===== config.mk =====
export PLATFORM = sky130hd
export DESIGN_NAME = arb_core
export DESIGN_NICKNAME = d
export VERILOG_FILES = /design/src/verilog/arb_store.v /design/src/verilog/arb_core.v
export VERILOG_INCLUDE_DIRS = /design/src /design/src/pkg
export SDC_FILE = /design/constraint.sdc
export NUM_CORES = 1
export LEC_CHECK = 0
export BUFFER_PORTS_ARGS = -buffer_cell sky130_fd_sc_hd__buf_2
export CAP_MARGIN = 40
export CORE_MARGIN = 2
export CORE_UTILIZATION = 35
export DETAILED_ROUTE_END_ITERATION = 12
export GPL_ROUTABILITY_DRIVEN = 0
export PLACE_DENSITY = 0.6
export SLEW_MARGIN = 0
export SYNTH_ARGS = -nofsm -noshare
export SYNTH_HDL_FRONTEND = slang
export SYNTH_SLANG_ARGS = --single-unit

===== constraint.sdc =====
create_clock -name ref_clk -period 2.4 [get_ports ref_clk]
set_input_delay 0.12 -clock ref_clk [delete_from_list [all_inputs] [get_ports ref_clk]]
set_output_delay 0.12 -clock ref_clk [all_outputs]
set_load 0.005 [all_outputs]

===== src/pkg/arb_consts.vh =====
// Constants for the converter result buffer block
//
// Operation
// [RULE1] One to eight buffers, limit field is last
// [RULE2] Buffer only channels at or above start
// [RULE3] Skipped channels never produce a buffer entry
// [RULE4] Pointer at limit sets limit-reached flag
// [RULE5] Limit request only while its enable set
// [RULE6] Flag cleared by zero, DMA, low-byte write
// [RULE7] Low-byte write loads pointer, clears limit flag
// [RULE8] Software must not restart while buffering
// [RULE9] DMA emptying buffers must use burst transfers
// [RULE10] Store at pointer, then advance pointer
// [RULE11] Wrap mode returns pointer to zero
// [RULE12] Pointer above limit rolls through seven first
// [RULE13] No wrap: stop at limit, keep entries
// [RULE14] Low-byte write resumes buffering at once
// [RULE15] Conversions and result register continue while stopped
// [RULE16] Flag set plus protection: withhold, set pause
// [RULE17] Limit never triggers the protection pause
// [RULE18] Both enabled requests share one interrupt
// [RULE19] Protection off: result register always updated
// [RULE20] Every result register load sets flag
// [RULE21] Writing zero clears end flag; one ignored
// [RULE22] Protection active only with end enable set
// [RULE23] Clearing flag in pause loads withheld result
// [RULE24] Pause bit cleared only by software zero
// [RULE25] DMA completion clears limit-reached flag
// [RULE26] Buffers hold full result, always readable
`ifndef ARB_CONSTS_VH
`define ARB_CONSTS_VH

`define ARB_RES_W    10
`define ARB_CH_W     5
`define ARB_PTR_W    3
`define ARB_DEPTH    8
`define ARB_PTR_ZERO 3'h0
`define ARB_PTR_RST  3'h0
`define ARB_LIM_RST  3'h7
`define ARB_RES_RST  10'h000

`endif


===== src/verilog/arb_store.v =====
// Eight-entry result buffer array with one write and one read port
`timescale 1ns/1ps
`default_nettype none
`include "arb_consts.vh"

module arb_store (
    input  wire                   ref_clk,
    input  wire                   reset,
    input  wire                   wr_en,
    input  wire [`ARB_PTR_W-1:0]  wr_idx,
    input  wire [`ARB_RES_W-1:0]  wr_data,
    input  wire [`ARB_PTR_W-1:0]  rd_idx,
    output reg  [`ARB_RES_W-1:0]  rd_data_q
);

    reg [`ARB_RES_W-1:0] mem [0:`ARB_DEPTH-1];
    integer              i;

    ////////////////////////////////////////////////////////////////
    always @(posedge ref_clk) begin
        if (reset) begin
            for (i = 0; i < `ARB_DEPTH; i = i + 1) begin
                mem[i] <= `ARB_RES_RST;
            end
        end else if (wr_en) begin
            mem[wr_idx] <= wr_data; // [RULE10]
        end
    end

    // Read any time; shows the word as it stood before this edge
    always @(posedge ref_clk) begin
        if (reset) begin
            rd_data_q <= `ARB_RES_RST;
        end else begin
            rd_data_q <= mem[rd_idx]; // [RULE26]
        end
    end

endmodule // arb_store

`default_nettype wire


===== src/verilog/arb_core.v =====
// Converter result buffering, result protection and shared interrupt
`timescale 1ns/1ps
`default_nettype none
`include "arb_consts.vh"

module arb_core (
    input  wire                   ref_clk,
    input  wire                   reset,
    input  wire                   conv_done,
    input  wire                   conv_skipped,
    input  wire [`ARB_CH_W-1:0]   conv_channel,
    input  wire [`ARB_RES_W-1:0]  conv_result,
    input  wire [`ARB_PTR_W-1:0]  buffer_limit_level,
    input  wire [`ARB_CH_W-1:0]   buffer_start_channel,
    input  wire                   wrap_enable,
    input  wire                   limit_reached_irq_enable,
    input  wire                   end_of_conversion_irq_enable,
    input  wire                   ctrl_low_wr,
    input  wire [`ARB_PTR_W-1:0]  ctrl_low_wdata,
    input  wire                   limit_flag_wr0,
    input  wire                   eoc_flag_wr0,
    input  wire                   pause_wr0,
    input  wire                   dma_done,
    input  wire [`ARB_PTR_W-1:0]  buf_rd_idx,
    output wire [`ARB_RES_W-1:0]  buf_rd_data_q,
    output reg  [`ARB_RES_W-1:0]  result_register_q,
    output reg                    eoc_flag_q,
    output reg                    protection_pause_bit_q,
    output reg                    limit_reached_flag_q,
    output reg  [`ARB_PTR_W-1:0]  current_buffer_pointer_q,
    output reg                    buffering_active_q,
    output reg                    conv_hold_q,
    output reg                    irq_q
);

    ////////////////////////////////////////////////////////////////
    // Local state

    reg  [`ARB_RES_W-1:0]  held_result_q;
    reg  [`ARB_RES_W-1:0]  result_register_d;
    reg  [`ARB_RES_W-1:0]  held_result_d;
    reg                    eoc_flag_d;
    reg                    protection_pause_bit_d;
    reg                    limit_reached_flag_d;
    reg  [`ARB_PTR_W-1:0]  current_buffer_pointer_d;
    reg                    buffering_active_d;
    reg                    conv_hold_d;
    reg                    irq_d;

    wire                   protect_on;
    wire                   eoc_clear;
    wire                   limit_clear;
    wire                   channel_ok;
    wire                   buf_store;
    wire                   at_limit;
    wire                   withhold;
    wire                   release_held;
    wire                   load_direct;
    wire                   result_load;

    ////////////////////////////////////////////////////////////////
    // Helpers

    // Plain 3-bit increment rolls 7 to 0 on its own
    function [`ARB_PTR_W-1:0] ptr_inc;
        input [`ARB_PTR_W-1:0] p;
        begin
            ptr_inc = p + 3'h1; // [RULE12]
        end
    endfunction

    function ptr_hits_limit;
        input [`ARB_PTR_W-1:0] p;
        input [`ARB_PTR_W-1:0] lim;
        begin
            ptr_hits_limit = (p == lim);
        end
    endfunction

    ////////////////////////////////////////////////////////////////
    // Protection decisions

    // Protection only exists while the end-of-conversion enable is set
    assign protect_on = end_of_conversion_irq_enable; // [RULE22]

    // DMA completion counts as retrieval of the result as well
    assign eoc_clear = eoc_flag_wr0 | dma_done; // [RULE21]

    assign limit_clear = limit_flag_wr0 | dma_done | ctrl_low_wr; // [RULE6] [RULE25] [RULE7]

    // Withhold only if the old result is still unread this cycle
    assign withhold = conv_done & eoc_flag_q & protect_on & ~eoc_clear; // [RULE16]

    // Dropping the enable in a pause also releases the held word
    assign release_held = conv_hold_q & (eoc_clear | ~protect_on); // [RULE23]

    assign load_direct = conv_done & ~withhold; // [RULE19]

    assign result_load = load_direct | release_held;

    ////////////////////////////////////////////////////////////////
    // Buffer decisions

    assign channel_ok = (conv_channel >= buffer_start_channel); // [RULE2]

    // Buffer stores withheld results too; the pause never blocks a store
    assign buf_store = conv_done & ~conv_skipped & channel_ok & buffering_active_q; // [RULE3] [RULE17]

    assign at_limit = ptr_hits_limit(current_buffer_pointer_q, buffer_limit_level); // [RULE1]

    ////////////////////////////////////////////////////////////////
    // Result register and held word

    always @* begin
        result_register_d = result_register_q;
        held_result_d     = held_result_q;
        if (release_held) begin
            result_register_d = held_result_q; // [RULE23]
        end else if (load_direct) begin
            result_register_d = conv_result; // [RULE15]
        end
        if (withhold) begin
            held_result_d = conv_result; // [RULE16]
        end
    end

    ////////////////////////////////////////////////////////////////
    // End-of-conversion flag, pause bit, converter hold

    always @* begin
        eoc_flag_d = eoc_flag_q;
        if (eoc_clear) begin
            eoc_flag_d = 1'b0; // [RULE21]
        end
        // A new load wins over a clear in the same cycle
        if (result_load) begin
            eoc_flag_d = 1'b1; // [RULE20]
        end
    end

    always @* begin
        protection_pause_bit_d = protection_pause_bit_q;
        if (pause_wr0) begin
            protection_pause_bit_d = 1'b0; // [RULE24]
        end
        if (withhold) begin
            protection_pause_bit_d = 1'b1; // [RULE16]
        end
    end

    // Hold stalls the converter; pause bit stays for software
    always @* begin
        conv_hold_d = conv_hold_q;
        if (release_held) begin
            conv_hold_d = 1'b0; // [RULE24]
        end
        if (withhold) begin
            conv_hold_d = 1'b1;
        end
    end

    ////////////////////////////////////////////////////////////////
    // Pointer, stop state and limit flag

    always @* begin
        current_buffer_pointer_d = current_buffer_pointer_q;
        buffering_active_d       = buffering_active_q;
        if (buf_store) begin
            if (at_limit) begin
                if (wrap_enable) begin
                    current_buffer_pointer_d = `ARB_PTR_ZERO; // [RULE11]
                end else begin
                    buffering_active_d = 1'b0; // [RULE13]
                end
            end else begin
                current_buffer_pointer_d = ptr_inc(current_buffer_pointer_q); // [RULE10]
            end
        end
        // Software load of the pointer overrides the advance
        if (ctrl_low_wr) begin
            current_buffer_pointer_d = ctrl_low_wdata; // [RULE7]
            buffering_active_d       = 1'b1; // [RULE14]
        end
    end

    always @* begin
        limit_reached_flag_d = limit_reached_flag_q;
        if (limit_clear) begin
            limit_reached_flag_d = 1'b0; // [RULE6]
        end
        if (buf_store & at_limit) begin
            limit_reached_flag_d = 1'b1; // [RULE4]
        end
    end

    ////////////////////////////////////////////////////////////////
    // Shared interrupt, follows next flag values

    always @* begin
        irq_d = (eoc_flag_d & end_of_conversion_irq_enable)
              | (limit_reached_flag_d & limit_reached_irq_enable); // [RULE5] [RULE18]
    end

    ////////////////////////////////////////////////////////////////
    // Registers

    always @(posedge ref_clk) begin
        if (reset) begin
            result_register_q <= `ARB_RES_RST;
            held_result_q     <= `ARB_RES_RST;
        end else begin
            result_register_q <= result_register_d;
            held_result_q     <= held_result_d;
        end
    end

    always @(posedge ref_clk) begin
        if (reset) begin
            eoc_flag_q             <= 1'b0;
            protection_pause_bit_q <= 1'b0;
            conv_hold_q            <= 1'b0;
        end else begin
            eoc_flag_q             <= eoc_flag_d;
            protection_pause_bit_q <= protection_pause_bit_d;
            conv_hold_q            <= conv_hold_d;
        end
    end

    always @(posedge ref_clk) begin
        if (reset) begin
            current_buffer_pointer_q <= `ARB_PTR_RST;
            buffering_active_q       <= 1'b1;
            limit_reached_flag_q     <= 1'b0;
            irq_q                    <= 1'b0;
        end else begin
            current_buffer_pointer_q <= current_buffer_pointer_d;
            buffering_active_q       <= buffering_active_d;
            limit_reached_flag_q     <= limit_reached_flag_d;
            irq_q                    <= irq_d;
        end
    end

    ////////////////////////////////////////////////////////////////
    // Buffer array; restart and DMA burst are left to software

    arb_store u_store (
        .ref_clk   (ref_clk),
        .reset     (reset),
        .wr_en     (buf_store),
        .wr_idx    (current_buffer_pointer_q),
        .wr_data   (conv_result),
        .rd_idx    (buf_rd_idx),
        .rd_data_q (buf_rd_data_q)
    ); // [RULE26]

endmodule // arb_core

`default_nettype wire


==> flow_summary.json <==
{
  "ir_worst_vdd_mv": 0.499,
  "crit_chain": "nor2b_1 > and3_1 > nor3b_1 > or2_2",
  "initial_core_util_pct": 35.5,
  "wirelength_um": 12400,
  "antenna_found_initial": 0,
  "ios": 70,
  "worstSetupEndpointType": "register",
  "relSlewSlack_pct": 62.4,
  "ant_nets": 0,
  "wl_per_cell_um": 17.1,
  "clock_sinks": 119,
  "crit_type": "reg2reg",
  "grt_overflow": 0,
  "grt_pass1_vias": 3767,
  "grt_usage_pct": 16.6,
  "cp_slowest_stage_delay_ns": 0.41,
  "ys_types": 44,
  "syn-num-nets": 490,
  "via_per_inst": 5.03,
  "core_region_area_mm2": 0.0150,
  "sequentialPowerShare_pct": 42.6,
  "rows": 45,
  "status": "finished, final reports clean",
  "nNetsFinal": 573,
  "grt_max_degree": 48,
  "first_iter_violations": 249,
  "clock_path_buffers": 2,
  "die-area_mm2": 0.0163,
  "dp_hpwl_um": 8780,
  "pwr-share-clk_pct": 49.2,
  "p_switching_mw": 1.15,
  "slew_violations": 0,
  "ys_warn_count": 0,
  "fmax_mhz": 549,
  "drive_gt1_share_pct": 27.6,
  "clk_pin_slew_ns": 0.06,
  "min_period_ns": 1.82,
  "vias": 3654,
  "whs_ns": 0.00535,
  "synth_seq_area_share_pct": 59.6,
  "setup_tns_ns": 0,
  "holdCritPathClass": "in2reg",
  "grt_setup_unrepaired": "false",
  "power_leakage_nw": 2.66,
  "min_path_cells": 3,
  "cts_root_buf": "clkbuf_16",
  "powerDensity_mw_per_mm2": 821,
  "die_h_um": 127,
  "syn-mean-instance-area_um2": 12.0,
  "port-buffer-count": 69,
  "die_w_um": 127,
  "power.internal_mw": 4.27,
  "synth-edff-count": 80,
  "cts_buffers": 17,
  "cts_tree": "built",
  "fin_skew_ns": 0.0105,
  "worstPathRequired_ns": 2.50,
  "htree_num_levels": 4,
  "first_pass_iters": 4,
  "cap_violations": 0,
  "synth_ff_type": "edfxtp_1",
  "cp.buffers_inverters": 0,
  "critical_path.slowest_cell": "dfxtp_1",
  "ys_ff_latch": 119,
  "timing_hold_violations_final": 0,
  "cp.depth": 4,
  "drcViolationCount": 0,
  "cp_data_arrival_time_ns": 1.92,
  "swShare_pct": 21.2,
  "syn_inst": 443,
  "post_cts_buffers": 0,
  "clk_latency_ns": 0.42,
  "netlist_area_mm2": 0.00534,
  "grt_pass1_wl_um": 20300,
  "async_reset_ff_share_pct": 0,
  "rr_worst_depth": 4,
  "diodes": 0,
  "fin_crit_sh_pct": 75.8,
  "cp_max_fo": 10,
  "cp_top_family": "simple AND/OR/NAND/NOR gates",
  "pwr-share-comb_pct": 8.2,
  "finalSetupViolCount": 0,
  "tightest_slew_ns": 0.564,
  "area_delta_synth_final_pct": 23.6,
  "cp-start-kind": "register"
}
==> flip-flops by register name (all words and copies together), names as in the netlist <==
| signal | count |
|---|---|
| buffering_active_q | 1 |
| conv_hold_q | 1 |
| current_buffer_pointer_q | 3 |
| eoc_flag_q | 1 |
| held_result_q | 10 |
| irq_q | 1 |
| limit_reached_flag_q | 1 |
| protection_pause_bit_q | 1 |
| result_register_q | 10 |
| u_store.mem | 80 |
| u_store.rd_data_q | 10 |
==> worst min-delay path, delay by kind of cell <==
kind | cells | cell delay (ns)
compound gates | 1 | 0.05
buf+inv | 1 | 0.14
simple gates | 1 | 0.06
==> stage by stage <==
stage | total power [mW] | setup slack, ns | instances | instance area (µm²) | util [%]
final | 5.42 | 0.580 | 727 | 6600 | 43.9
after CTS | 5.46 | 0.583 | 727 | 6600 | 43.9
after floorplan | 2.61 | 0.559 | 443 | 5340 | -
after detailed placement | 2.79 | 0.337 | 691 | 5940 | 39.5
after global routing | 5.61 | 0.487 | 727 | 6600 | 43.9
after global placement | 2.78 | 0.379 | 691 | 5940 | 39.5
==> area by class of cell <==
type	instances	area, µm²
clock buffers	22	474
clock inverters	10	149
fillers	1380	8430
inverters	7	26.3
multi-input cells	291	1990
flip-flops and latches	119	3180
well taps	188	235
repair buffers	90	538
==> final timing paths <==
check / startpoint / to / slack [ns]
max: buffering_active_q / u_store.mem[7][7] / 0.58
min: conv_result[8] / held_result_q[8] / 0.005
max reg2reg: buffering_active_q / u_store.mem[7][7] / 0.58
min reg2reg: held_result_q[0] / held_result_q[0] / 0.46
==> synthesized netlist by cell type, drive strengths merged, types with 4 or more instances <==
master	instances	area, µm²
a211oi	4	30.0
a21o	9	67.6
a21oi	14	70.1
a311oi	10	87.6
and2	19	119
and3	17	106
buf	15	92.6
clkbuf	11	42.5
dfxtp	39	781
edfxtp	80	2400
ha	6	75.1
inv	7	26.3
mux2i	10	100
mux4	20	450
nand2	57	214
nand2b	4	25.0
nand3	11	60.1
nor2	75	284
nor2b	5	38.8
nor3	4	30.0
or2	5	31.3
xnor2	4	35.0
==> cells by family after synthesis <==
kind of cell               Yosys count  synth area share, %
AOI/OAI and AO/OA                   48                 6.87
xor gates and xnor gates             4                0.656
adders and majority gates            6                 1.41
buffers and inverters               33                 3.02
DFF                                119                 59.6
muxes                               30                 10.3
and+or+nand+nor                    203                 18.1
==> cells in the final DEF (no fill, tap or decap), types with 3 or more instances in the layout <==
master / synthesis / layout
clkinv_2: 0 / 5
buf_2: 8 / 69
a21oi_1: 14 / 14
and2_1: 19 / 19
dfxtp_1: 39 / 39
a211oi_1: 4 / 4
nand3_1: 10 / 10
ha_1: 6 / 6
mux4_2: 20 / 20
nand2_1: 57 / 57
nor2_1: 74 / 74
dlygate4sd3_1: 0 / 4
clkbuf_8: 0 / 3
clkbuf_16: 0 / 17
inv_1: 7 / 7
mux2i_1: 10 / 10
or2_2: 5 / 5
and3_1: 17 / 17
nor2b_1: 4 / 4
a311oi_1: 10 / 10
xnor2_1: 4 / 4
nand2b_1: 4 / 4
buf_4: 1 / 15
edfxtp_1: 80 / 80
a21o_1: 9 / 9
bufinv_16: 0 / 4
==> timing repair <==
action,in CTS,in global routing
setup endpoints to repair,0,0
gates resized for setup,0,0
hold buffers,4,0
endpoints found under the hold margin,4,0
==> routing by layer <==
layer / routed length (µm) / track usage (%)
met2: 5890 / 26.6
met4: 76 / 5.17
met3: 837 / 4.98
met1: 5640 / 21.7
met5: 0 / 0
==> power groups by stage <==
stage	sequential [mW]	combinational, mW	clock [mW]
after detailed placement	2.35	0.444	0
after CTS	2.31	0.451	2.70
after floorplan	2.34	0.270	0
after global routing	2.31	0.493	2.80
final	2.31	0.444	2.67
after global placement	2.35	0.438	0
Power figures use the tool's default switching activity.
